$ cat config.mk
export PLATFORM = sky130hd
export DESIGN_NAME = urf_top
export DESIGN_NICKNAME = d
export VERILOG_FILES = /design/src/core/urf_pkg.sv /design/src/core/urf_top.sv
export SDC_FILE = /design/constraint.sdc
export NUM_CORES = 1
export LEC_CHECK = 0
export BUFFER_PORTS_ARGS = -buffer_cell sky130_fd_sc_hd__buf_4
export CORE_MARGIN = 3
export CORE_UTILIZATION = 50
export DETAILED_ROUTE_END_ITERATION = 10
export PLACE_DENSITY = 0.74
export SYNTH_ARGS = -nofsm -noshare
export SYNTH_HDL_FRONTEND = slang
export SYNTH_SLANG_ARGS = --single-unit
$ cat constraint.sdc
create_clock -name clk_i -period 2.5 [get_ports clk_i]
set_clock_uncertainty 0.15 [all_clocks]
set_input_delay 0.125 -clock clk_i [delete_from_list [all_inputs] [get_ports clk_i]]
set_output_delay 0.125 -clock clk_i [all_outputs]
set_load 0.02 [all_outputs]
$ cat src/core/urf_pkg.sv
// package for the uart rate and format block
// assumes a classic wishbone slave with 32-bit data
package urf_pkg;

    // ****************************************
    // register offsets
    // ****************************************
    localparam logic [3:0] ADDR_MODE    = 4'h0;
    localparam logic [3:0] ADDR_CTRL0   = 4'h4;
    localparam logic [3:0] ADDR_CTRL1   = 4'h8;
    localparam logic [3:0] ADDR_DIVISOR = 4'hC;
    localparam logic [4:0] ADDR_TXBUF   = 5'h10;
    localparam logic [4:0] ADDR_RXBUF   = 5'h14;

    // ****************************************
    // field positions
    // ****************************************
    localparam int MODE_SMD_LSB   = 0;
    localparam int MODE_STOP_LENGTH_SELECT_BIT  = 4;
    localparam int MODE_PAR_BIT   = 5;
    localparam int MODE_ODD_BIT   = 6;
    localparam int C0_SRC_BIT     = 0;
    localparam int C0_OD_BIT      = 1;
    localparam int C0_EDGE_BIT    = 2;
    localparam int C0_ORDER_BIT   = 3;
    localparam int C0_BUSY_BIT    = 4;
    localparam int C1_TXA_BIT     = 0;
    localparam int C1_TXE_BIT     = 1;
    localparam int C1_RXA_BIT     = 2;
    localparam int C1_RXF_BIT     = 3;
    localparam int C1_INV_BIT     = 4;

    // ****************************************
    // mode codes and constants
    // ****************************************
    localparam logic [2:0] SMD_OFF    = 3'h0;
    localparam logic [2:0] SMD_ASYNC7 = 3'h4;
    localparam logic [2:0] SMD_ASYNC8 = 3'h5;
    localparam logic [2:0] SMD_ASYNC9 = 3'h6;
    localparam int          OVERSAMPLE = 16;
    localparam int          PRESCALE8  = 8;
    localparam logic [7:0]  DIV_RESET  = 8'h00;

    typedef enum logic [1:0] {
        URF_IDLE,
        URF_START,
        URF_DATA,
        URF_TAIL
    } urf_state_t;

    typedef struct packed {
        logic [2:0] smd;
        logic       two_stop;
        logic       par_en;
        logic       par_odd;
        logic       src8;
        logic       open_drain;
        logic       edge_sel;
        logic       msb_first;
        logic       tx_allow;
        logic       rx_allow;
        logic       inv;
    } urf_cfg_t;

endpackage : urf_pkg

$ cat src/core/urf_top.sv
// uart rate, frame format and buffer clear logic
// assumes classic wishbone slave, synchronous serial input
// Notes on behaviour
// - bit rate is divisor output frequency divided by sixteen
// - bit order applies only to 8-bit characters, else lsb first
// - order zero sends start, d0..d7, parity, stop
// - order one sends start, d7..d0, parity, stop both ways
// - invert set flips transmit data on buffer write
// - invert set flips received data on buffer read
// - invert clear passes data unchanged
// - edge select zero changes output on falling transfer clock edge
// - stop select zero one stop; parity switch adds parity bit
// - output idles high from mode select, open drain releases instead
//
// Local design decisions: the placing of the registers and the Wishbone interface to the registers.
`timescale 1ns/1ps
`default_nettype none
module urf_top (
    input  wire  logic        clk_i,
    input  wire  logic        rst_i,
    input  wire  logic        cyc_i,
    input  wire  logic        stb_i,
    input  wire  logic        we_i,
    input  wire  logic [4:0]  adr_i,
    input  wire  logic [3:0]  sel_i,
    input  wire  logic [31:0] dat_i,
    output var   logic [31:0] dat_o,
    output var   logic        ack_o,
    input  wire  logic        serial_in_pin_i,
    output var   logic        serial_out_pin_o,
    output var   logic        serial_out_pin_oe_o,
    output var   logic        transfer_clock_pin_o
);

    // ****************************************
    // registers
    // ****************************************
    urf_pkg::urf_cfg_t    cfg, next_cfg;
    logic [7:0]           baud_divisor, next_baud_divisor;
    logic [8:0]           transmit_buffer, next_transmit_buffer;
    logic [8:0]           receive_buffer, next_receive_buffer;
    logic                 tx_empty, next_tx_empty;
    logic                 rx_full, next_rx_full;
    logic [31:0]          next_dat;
    logic                 next_ack;
    logic [2:0]           pre, next_pre;
    logic [7:0]           bcnt, next_bcnt;
    logic                 tick;
    logic                 async_on;
    logic [3:0]           dlen;

    function automatic logic [3:0] char_len(input logic [2:0] smd);
        case (smd)
            urf_pkg::SMD_ASYNC7: char_len = 4'd7;
            urf_pkg::SMD_ASYNC9: char_len = 4'd9;
            default:             char_len = 4'd8;
        endcase
    endfunction : char_len

    // bit n of data in wire order for the active length and order
    function automatic logic [8:0] reorder(input logic [8:0] d, input logic msb, input logic [3:0] len);
        logic [8:0] r;
        r = d;
        if (msb && len == 4'd8) begin
            for (int k = 0; k < 8; k++) begin
                r[k] = d[7-k];
            end
        end
        reorder = r;
    endfunction : reorder

    assign async_on = (cfg.smd == urf_pkg::SMD_ASYNC7) || (cfg.smd == urf_pkg::SMD_ASYNC8)
                      || (cfg.smd == urf_pkg::SMD_ASYNC9);
    assign dlen = char_len(cfg.smd);

    // ****************************************
    // baud generator
    // ****************************************
    always_comb begin
        next_pre  = pre + 3'd1;
        next_bcnt = bcnt;
        tick      = 1'b0;
        // source select, divide by n plus one
        if (!cfg.src8 || pre == 3'(urf_pkg::PRESCALE8 - 1)) begin
            if (bcnt == 8'h00) begin
                next_bcnt = baud_divisor;
                tick      = 1'b1;
            end else begin
                next_bcnt = bcnt - 8'd1;
            end
        end
        if (!async_on) begin
            next_pre  = 3'd0;
            next_bcnt = baud_divisor;
        end
    end

    always_ff @(posedge clk_i) begin
        if (rst_i) begin
            pre  <= 3'd0;
            bcnt <= 8'h00;
        end else begin
            pre  <= next_pre;
            bcnt <= next_bcnt;
        end
    end

    // ****************************************
    // transmitter
    // ****************************************
    urf_pkg::urf_state_t tst, next_tst;
    logic [3:0]           tph, next_tph;
    logic [3:0]           tidx, next_tidx;
    logic [8:0]           tsh, next_tsh;
    logic                 tpar, next_tpar;
    logic                 tout, next_tout;
    logic                 tload;

    always_comb begin
        next_tst  = tst;
        next_tph  = tph;
        next_tidx = tidx;
        next_tsh  = tsh;
        next_tpar = tpar;
        next_tout = tout;
        tload     = 1'b0;
        if (tick) begin
            next_tph = tph + 4'd1;
        end
        case (tst)
            urf_pkg::URF_IDLE: begin
                next_tout = 1'b1;
                next_tph  = 4'd0;
                if (cfg.tx_allow && !tx_empty && tick) begin
                    tload     = 1'b1;
                    next_tsh  = reorder(transmit_buffer, cfg.msb_first, dlen);
                    next_tpar = cfg.par_odd;
                    next_tidx = 4'd0;
                    next_tout = 1'b0;
                    next_tst  = urf_pkg::URF_START;
                end
            end
            urf_pkg::URF_START: begin
                if (tick && tph == 4'(urf_pkg::OVERSAMPLE - 1)) begin
                    next_tout = tsh[0];
                    next_tst  = urf_pkg::URF_DATA;
                end
            end
            urf_pkg::URF_DATA: begin
                if (tick && tph == 4'(urf_pkg::OVERSAMPLE - 1)) begin
                    next_tpar = tpar ^ tsh[0];
                    next_tsh  = {1'b0, tsh[8:1]};
                    next_tidx = tidx + 4'd1;
                    if (tidx + 4'd1 == dlen) begin
                        next_tout = cfg.par_en ? (tpar ^ tsh[0]) : 1'b1;
                        next_tidx = cfg.par_en ? 4'd0 : 4'd1;
                        next_tst  = urf_pkg::URF_TAIL;
                    end else begin
                        next_tout = tsh[1];
                    end
                end
            end
            urf_pkg::URF_TAIL: begin
                if (tick && tph == 4'(urf_pkg::OVERSAMPLE - 1)) begin
                    next_tout = 1'b1;
                    next_tidx = tidx + 4'd1;
                    if (tidx == (cfg.two_stop ? 4'd2 : 4'd1)) begin
                        next_tst = urf_pkg::URF_IDLE;
                    end
                end
            end
            default: next_tst = urf_pkg::URF_IDLE;
        endcase
        if (!async_on) begin
            next_tst  = urf_pkg::URF_IDLE;
            next_tout = 1'b1;
        end
    end

    always_ff @(posedge clk_i) begin
        if (rst_i) begin
            tst  <= urf_pkg::URF_IDLE;
            tph  <= 4'd0;
            tidx <= 4'd0;
            tsh  <= 9'h000;
            tpar <= 1'b0;
            tout <= 1'b1;
        end else begin
            tst  <= next_tst;
            tph  <= next_tph;
            tidx <= next_tidx;
            tsh  <= next_tsh;
            tpar <= next_tpar;
            tout <= next_tout;
        end
    end

    // ****************************************
    // receiver
    // ****************************************
    urf_pkg::urf_state_t rst_q, next_rst_q;
    logic [3:0]           rph, next_rph;
    logic [3:0]           ridx, next_ridx;
    logic [8:0]           rsh, next_rsh;
    logic                 rdone;

    always_comb begin
        next_rst_q = rst_q;
        next_rph   = rph;
        next_ridx  = ridx;
        next_rsh   = rsh;
        rdone      = 1'b0;
        if (tick) begin
            next_rph = rph + 4'd1;
        end
        case (rst_q)
            urf_pkg::URF_IDLE: begin
                next_rph = 4'd0;
                if (tick && !serial_in_pin_i) begin
                    next_ridx  = 4'd0;
                    next_rst_q = urf_pkg::URF_START;
                end
            end
            urf_pkg::URF_START: begin
                if (tick && rph == 4'(urf_pkg::OVERSAMPLE / 2 - 1)) begin
                    next_rph   = 4'd0;
                    next_rst_q = serial_in_pin_i ? urf_pkg::URF_IDLE : urf_pkg::URF_DATA;
                end
            end
            urf_pkg::URF_DATA: begin
                if (tick && rph == 4'(urf_pkg::OVERSAMPLE - 1)) begin
                    next_rsh  = rsh;
                    next_rsh[ridx] = serial_in_pin_i;
                    next_ridx = ridx + 4'd1;
                    if (ridx + 4'd1 == dlen) begin
                        next_ridx  = cfg.par_en ? 4'd0 : 4'd1;
                        next_rst_q = urf_pkg::URF_TAIL;
                    end
                end
            end
            urf_pkg::URF_TAIL: begin
                if (tick && rph == 4'(urf_pkg::OVERSAMPLE - 1)) begin
                    next_ridx = ridx + 4'd1;
                    if (ridx == 4'd1) begin
                        rdone      = 1'b1;
                        next_rst_q = urf_pkg::URF_IDLE;
                    end
                end
            end
            default: next_rst_q = urf_pkg::URF_IDLE;
        endcase
        if (!async_on || !cfg.rx_allow) begin
            next_rst_q = urf_pkg::URF_IDLE;
        end
    end

    always_ff @(posedge clk_i) begin
        if (rst_i) begin
            rst_q <= urf_pkg::URF_IDLE;
            rph   <= 4'd0;
            ridx  <= 4'd0;
            rsh   <= 9'h000;
        end else begin
            rst_q <= next_rst_q;
            rph   <= next_rph;
            ridx  <= next_ridx;
            rsh   <= next_rsh;
        end
    end

    // ****************************************
    // wishbone registers
    // ****************************************
    always_comb begin
        logic wr;
        logic [8:0] rd;
        wr                   = cyc_i && stb_i && we_i && !ack_o && sel_i[0];
        rd                   = receive_buffer;
        next_cfg             = cfg;
        next_baud_divisor    = baud_divisor;
        next_transmit_buffer = transmit_buffer;
        next_receive_buffer  = receive_buffer;
        next_tx_empty        = tx_empty;
        next_rx_full         = rx_full;
        next_ack             = cyc_i && stb_i && !ack_o;
        next_dat             = 32'h0000_0000;
        if (tload) begin
            next_tx_empty = 1'b1;
        end
        if (rdone) begin
            next_receive_buffer = reorder(rsh, cfg.msb_first, dlen);
            next_rx_full        = 1'b1;
        end
        if (wr) begin
            case (adr_i)
                5'(urf_pkg::ADDR_MODE): begin
                    next_cfg.smd      = dat_i[urf_pkg::MODE_SMD_LSB +: 3];
                    next_cfg.two_stop = dat_i[urf_pkg::MODE_STOP_LENGTH_SELECT_BIT];
                    next_cfg.par_en   = dat_i[urf_pkg::MODE_PAR_BIT];
                    next_cfg.par_odd  = dat_i[urf_pkg::MODE_ODD_BIT];
                end
                5'(urf_pkg::ADDR_CTRL0): begin
                    next_cfg.src8       = dat_i[urf_pkg::C0_SRC_BIT];
                    next_cfg.open_drain = dat_i[urf_pkg::C0_OD_BIT];
                    next_cfg.edge_sel   = dat_i[urf_pkg::C0_EDGE_BIT];
                    next_cfg.msb_first  = dat_i[urf_pkg::C0_ORDER_BIT];
                end
                5'(urf_pkg::ADDR_CTRL1): begin
                    next_cfg.tx_allow = dat_i[urf_pkg::C1_TXA_BIT];
                    next_cfg.rx_allow = dat_i[urf_pkg::C1_RXA_BIT];
                    next_cfg.inv      = dat_i[urf_pkg::C1_INV_BIT];
                end
                5'(urf_pkg::ADDR_DIVISOR): next_baud_divisor = dat_i[7:0];
                urf_pkg::ADDR_TXBUF: begin
                    next_transmit_buffer = cfg.inv ? ~dat_i[8:0] : dat_i[8:0];
                    next_tx_empty        = 1'b0;
                end
                default: ;
            endcase
        end
        if (!cfg.rx_allow && !rdone) begin
            next_rx_full = 1'b0;
        end
        if (!async_on) begin
            next_tx_empty = 1'b1;
        end
        if (cyc_i && stb_i && !we_i && !ack_o) begin
            case (adr_i)
                5'(urf_pkg::ADDR_MODE): next_dat = {25'h0, cfg.par_odd, cfg.par_en, cfg.two_stop, 1'b0, cfg.smd};
                5'(urf_pkg::ADDR_CTRL0): next_dat = {27'h0, (tst == urf_pkg::URF_IDLE), cfg.msb_first,
                                                     cfg.edge_sel, cfg.open_drain, cfg.src8};
                5'(urf_pkg::ADDR_CTRL1): next_dat = {27'h0, cfg.inv, rx_full, cfg.rx_allow, tx_empty, cfg.tx_allow};
                5'(urf_pkg::ADDR_DIVISOR): next_dat = {24'h0, baud_divisor};
                urf_pkg::ADDR_TXBUF: next_dat = {23'h0, transmit_buffer};
                urf_pkg::ADDR_RXBUF: begin
                    next_dat     = {23'h0, cfg.inv ? ~rd : rd};
                    if (!rdone) begin
                        next_rx_full = 1'b0;
                    end
                end
                default: next_dat = 32'h0000_0000;
            endcase
        end
    end

    always_ff @(posedge clk_i) begin
        if (rst_i) begin
            cfg             <= '0;
            baud_divisor    <= urf_pkg::DIV_RESET;
            transmit_buffer <= 9'h000;
            receive_buffer  <= 9'h000;
            tx_empty        <= 1'b1;
            rx_full         <= 1'b0;
            ack_o           <= 1'b0;
            dat_o           <= 32'h0000_0000;
        end else begin
            cfg             <= next_cfg;
            baud_divisor    <= next_baud_divisor;
            transmit_buffer <= next_transmit_buffer;
            receive_buffer  <= next_receive_buffer;
            tx_empty        <= next_tx_empty;
            rx_full         <= next_rx_full;
            ack_o           <= next_ack;
            dat_o           <= next_dat;
        end
    end

    // ****************************************
    // pins
    // ****************************************
    always_ff @(posedge clk_i) begin
        if (rst_i) begin
            serial_out_pin_o     <= 1'b1;
            serial_out_pin_oe_o  <= 1'b1;
            transfer_clock_pin_o <= 1'b1;
        end else begin
            serial_out_pin_o     <= tout;
            serial_out_pin_oe_o  <= !(async_on && !(cfg.open_drain && tout));
            // bit changes align with falling transfer clock when edge_sel is zero, rising when set
            transfer_clock_pin_o <= cfg.edge_sel ^ ((tst == urf_pkg::URF_IDLE)
                                    || (tph >= 4'(urf_pkg::OVERSAMPLE / 2)));
        end
    end

endmodule : urf_top
`default_nettype wire

# [After elaboration in Yosys (flattened, before gate mapping)]
# Index checks and enable logic that the tools add are counted.
[totals] reg_bits=128 input_bits=47 output_inout_bits=36 wordCells=210
[classes] add_sub_neg=6 n_lt_le_gt_ge=3 eq_ne=36 n_mux=70 n_bitwise=6 reduce_logical=56
[ops] cell="$pmux 9 s6" n=1
[ops] cell="$mux 4" n=10
[ops] cell="$mux 8" n=5
[ops] cell="$mux 9" n=4
[ops] cell="$mux 2" n=14
[ops] cell="$mux 1" n=25
[ops] cell="$ne 2x2->1 const B" n=12
[ops] cell="$pmux 4 s3" n=2
[ops] cell="$logic_and 1x1->1" n=18
[ops] cell="$not 9->9" n=2
[ops] cell="$pmux 9 s2" n=1
[ops] cell="$add 4x1->4 const B" n=4
[ops] cell="$pmux 2 s4" n=2
[ops] cell="$pmux 4 s2" n=2
[ops] cell="$eq 3x3->1 const B" n=4
[ops] cell="$eq 4x4->1 const B" n=3
[ops] cell="$reduce_and 2->1" n=6
[ops] cell="$reduce_and 6->1" n=2
[ops] cell="$eq 5x4->1 const B" n=2
[ops] cell="$eq 5x5->1 const B" n=2
[ops] cell="$logic_not 1->1" n=10
[ops] cell="$bwmux 9" n=1
[ops] cell="$eq 2x2->1 const B" n=4
[ops] cell="$eq 4x4->1" n=2
[ops] cell="other kinds (25)" n=39

# [Longest topological paths before layout]
[depth] depth_word=12 depth_mapped=9 mapped_depth_nobuf=8

# [Worst setup path before layout]
# Ideal clock, no wire load.
[synth_timing] path_kind="register to register" startpoint="register bcnt[0]" endpoint="register rsh[8]" arrival_ns=2.138 required_ns=2.222 slack_ns=0.085 stages_incl_launch_ff=10 path_buffers=1 period_less_slack_ns=2.415 path_cell_list="dfxtp_1 inv_1 ha_1 or4b_4 nor3_1 buf_4 nand4_1 nor3b_1 mux2i_1 nor2_1"
[synth_via] elab_chain_len=5
[synth_rtl] element="from (decl)" line="urf_top.sv:47" rtl="logic [7:0] bcnt, next_bcnt;"
[synth_rtl] element="from (signal assigned)" line="urf_top.sv:104" rtl="bcnt <= next_bcnt;"
[synth_rtl] element="$logic_not 8->1" line="urf_top.sv:85" rtl="if (bcnt == 8'h00) begin"
[synth_rtl] element="$mux 1" line="urf_top.sv:85"
[synth_rtl] element="$mux 1" line="urf_top.sv:84" rtl="if (!cfg.src8 || pre == 3'(urf_pkg::PRESCALE8 - 1)) begin"
[synth_rtl] element="$logic_and 1x1->1" line="urf_top.sv:231" rtl="if (tick && rph == 4'(urf_pkg::OVERSAMPLE - 1)) begin"
[synth_rtl] element="$reduce_and 2->1 (no source line)"
[synth_rtl] element="to (signal assigned)" line="urf_top.sv:267" rtl="rsh <= next_rsh;"
[synth_rtl] element="to (decl)" line="urf_top.sv:204" rtl="logic [8:0] rsh, next_rsh;"
# No other way between the ends.
# A chain may end at the register's enable or synchronous reset.

# [Worst setup path in the final report]
[layout_timing] startpoint="register bcnt[1]" endpoint="register ridx[2]"
[layout_via] elab_chain_len=6 elab_cells_between_ends=9
[layout_rtl] element="$logic_not 8->1 *" line="urf_top.sv:85"
[layout_rtl] element="$mux 1 *" line="urf_top.sv:85"
[layout_rtl] element="$mux 1 *" line="urf_top.sv:84"
[layout_rtl] element="$logic_and 1x1->1, on equally long branches" line="urf_top.sv:231, urf_top.sv:242, urf_top.sv:219"
[layout_rtl] element="$ne 2x2->1 (no source line)"
[layout_rtl] element="$reduce_and 4->1 (no source line) *"
[layout_rtl] element="to (signal assigned)" line="urf_top.sv:266" rtl="ridx <= next_ridx;"
[layout_rtl] element="to (decl)" line="urf_top.sv:203" rtl="logic [3:0] ridx, next_ridx;"
# Every way passes the cells marked *; elsewhere a longest branch is shown, timed or not.

==> impl_metrics.tcl <==
set metrics [dict create \
    worstPathRequired_ns 2.64 \
    synthXorXnorAreaFrac_pct 4.21 \
    nets 801 \
    swShare_pct 23.4 \
    grt_use_total_pct 21.9 \
    critPathMaxFanout 4 \
    start_util_pct 51.4 \
    power_switching_mw 0.782 \
    yosys_warnings 0 \
    p_seq_share_pct 50.2 \
    die_w_um 112 \
    min-delay-start "rst_i" \
    rrSetupSlack_ns 0.05 \
    p_int_mw 2.56 \
    status "completed" \
    max_slew.worst_pin.slew_ns 0.792 \
    synth_most_common_cell "dfxtp_1" \
    die-area_mm2 0.0125 \
    n_antenna_cell 0 \
    syn_inst 669 \
    synth_top_cell_area_share_pct 37.4 \
    p_leak_nw 2.53 \
    synthTopCellsByCount "dfxtp_1 (105), nor2_1 (84), nand2_1 (75)" \
    preCtsSetupSlack_ns -0.164 \
    gp_congestion 0.909 \
    hold_viol 0 \
    synth-simple-area-share_pct 22.1 \
    coreArea_mm2 0.0109 \
    power_frac_comb_pct 5.5 \
    crit_chain "inv_1 > ha_4 > or4b_4 > buf_6 > o41a_1 > a221o_1 > nor3b_2 > o21ai_1 > a21oi_1" \
    clock_latency_ns 0.35 \
    numCtsBuffers 9 \
    synthAdderAreaFrac_pct 4.23 \
    reg2regPathDepth 9 \
    setup_viol_count_final 0 \
    worst_slack_ns 0.0533 \
    synth-edff-count 0 \
    min_path_cells 2 \
    finalPower_mw 3.34 \
    synthArstFlopShare_pct 0 \
    clk_pin_slew_worst_paths_ns 0.07 \
    rr_endpoint "ridx[2]$_SDFFE_PP0P_" \
    fin_crit_sh_pct 97.9 \
    synth-compound-area-share_pct 15.7 \
    hold_path_end "tsh[6]$_SDFFE_PP0P_" \
    critPathMaxStageDelay_ns 0.49 \
    ios 83 \
    synthTopCellsByArea "dfxtp_1 (37%), mux2i_1 (8.2%), nor2_1 (5.6%), nand2_1 (5.0%), ha_1 (4.2%)" \
    grt-ovfl-total 0 \
    syn_avg_cell_area_um2 8.40 \
    ant_nets 0 \
    crit_cells 9 \
    cts_max_path_buffers 2 \
    rsz0062_at_grt "yes" \
    path_buf_inv 2 \
    dieHeight_um 112 \
    grt_pass1_vias 4654 \
    synth_seq_cells 105 \
    cap_violations 0 \
    port_buffers 33 \
    route.detailed.drc 0 \
    wire_per_inst_um 16.0 \
    cts_max_level 3 \
    cts_tree "built" \
    crit_arrival_ns 2.58 \
    drtPass1Iterations 7 \
    crit_type "reg2reg" \
    ir_drop_mv 0.491 \
    cp-start-kind "flip-flop" \
    antenna_found_initial 0 \
    cts.sinks 105 \
    vias 5069 \
    synth_mux_area_share_pct 10.0 \
    fill_cells 922 \
    critPathTopFamily "compound AO/OA/AOI/OAI gates" \
    p_clk_share_pct 44.3 \
    finalCriticalPeriod_ns 2.45 \
    fmax_ghz 0.409 \
    grt_max_degree 49 \
    cts.root.buffer_cell "clkbuf_16" \
    via_per_inst 5.76 \
    synth_seq_area_share_pct 37.4 \
    cp_slowest_cell "or4b_4" \
    syn2layout_area_growth_pct 18.8 \
    yosysUniqueCellTypes 63 \
    synth_flop_cell "dfxtp_1" \
    dp_hpwl_um 10200 \
    routed_wl_um 14100 \
    synth_top_family_by_area "simple AND/OR/NAND/NOR gates" \
    final_layout_size_suffix_gt1_share_pct 15.8 \
    timing.rr.start "bcnt[1]$_SDFFE_PP0P_" \
    power_density_mw_per_mm2 500 \
    hold_class "in2reg" \
    synth_top_area_cell "dfxtp_1" \
    drt_iter0_markers 367 \
    slew_violations 0 \
    grt_pass1_wl_um 22400 \
    syn-cell-area_mm2 0.00562 \
    num_rows 38 \
    slew_headroom_pct 47.0 \
    end_kind "flip-flop" \
]
==> per-layer routing <==
metal	global-route usage, %	up-vias	wire (um)
li1	-	2457	-
met3	5.23	19	891
met5	0	-	0
met2	37.9	182	6870
met1	27.5	2411	6100
met4	6.17	0	234
==> per-stage QoR <==
step	TNS, ns	hold slack [ns]	cell area, um2	cells	util [%]
4_1_cts	0	0.00923	6610	879	60.5
5_1_grt	-0.198	0.0290	6680	880	61.1
2_1_floorplan	0	0.119	5700	691	-
6_report	0	0.0273	6680	880	61.1
3_3_place_gp	-0.763	0.240	6160	851	56.3
3_5_place_dp	-1.50	0.252	6160	851	56.3
==> worst max path at each step <==
stage                                     from                    to
after floorplan           bcnt[0]$_SDFFE_PP0P_   rsh[8]$_SDFFE_PP0P_
after global placement    bcnt[0]$_SDFFE_PP0P_   tst[0]$_SDFFE_PP0P_
after detailed placement  bcnt[0]$_SDFFE_PP0P_   tst[0]$_SDFFE_PP0P_
after CTS                 bcnt[0]$_SDFFE_PP0P_  ridx[3]$_SDFFE_PP0P_
after global routing      bcnt[0]$_SDFFE_PP0P_  ridx[3]$_SDFFE_PP0P_
final                     bcnt[1]$_SDFFE_PP0P_  ridx[2]$_SDFFE_PP0P_
==> kinds of logic (layout without fill, tap and decap cells) <==
logic type / after synthesis / after routing
adder cells (fa/ha/maj): 19 / 19
flip-flops: 105 / 105
buffers and inverters: 71 / 120
XOR/XNOR: 27 / 27
other: 1 / 23
AND/OR/NAND/NOR: 260 / 260
AO/OA/AOI/OAI: 135 / 135
multiplexers: 51 / 51
==> power groups by stage <==
stage                     sequential, mW  combinational [mW]  clock (mW)
final                               1.68               0.183        1.48
after detailed placement            1.71               0.164           0
after global placement              1.71               0.162           0
after CTS                           1.68               0.180        1.51
after global routing                1.68               0.195        1.57
after floorplan                     1.72               0.128           0
==> cell type report <==
type / instances / area (um2) / area share [%]
timing repair buffer: 88 / 707 / 10.6
clock inverter: 5 / 67.6 / 1.01
tap: 140 / 175 / 2.62
sequential: 105 / 2100 / 31.5
clock buffer: 11 / 243 / 3.64
multi-input combinational: 515 / 3320 / 49.7
inverter: 16 / 60.1 / 0.899
==> sequential cells by signal, indices dropped and copies added, names as in the netlist, 2 cells and up, named ones only <==
register / count
receive_buffer: 9
ridx: 4
rsh: 9
bcnt: 8
baud_divisor: 8
tsh: 9
tst: 2
dat_o: 9
cfg: 13
tph: 4
pre: 3
rph: 4
tidx: 4
transmit_buffer: 9
==> repair_timing <==
item                       4_1_cts  5_1_grt
resized for setup                6       11
pin swaps                        3        6
setup buffers                    0        1
hold buffers                    12        0
setup endpoints to repair       18       11
hold endpoints to repair        39        0
==> cells in the final DEF (no fill, tap or decap), types with 7 or more instances in the layout <==
| cell | n |
|---|---|
| a21oi_1 | 39 |
| a311oi_1 | 8 |
| clkbuf_16 | 9 |
| a22oi_1 | 8 |
| ha_1 | 18 |
| o21ai_0 | 26 |
| mux2i_1 | 46 |
| conb_1 | 23 |
| nand3_1 | 23 |
| xnor2_1 | 21 |
| nor2b_1 | 7 |
| inv_1 | 15 |
| dfxtp_1 | 103 |
| nor2_1 | 84 |
| nor3_1 | 16 |
| nand2_1 | 75 |
| dlygate4sd3_1 | 12 |
| a211oi_1 | 12 |
| buf_4 | 74 |
Note: power is estimated with default switching activity, not from simulation.
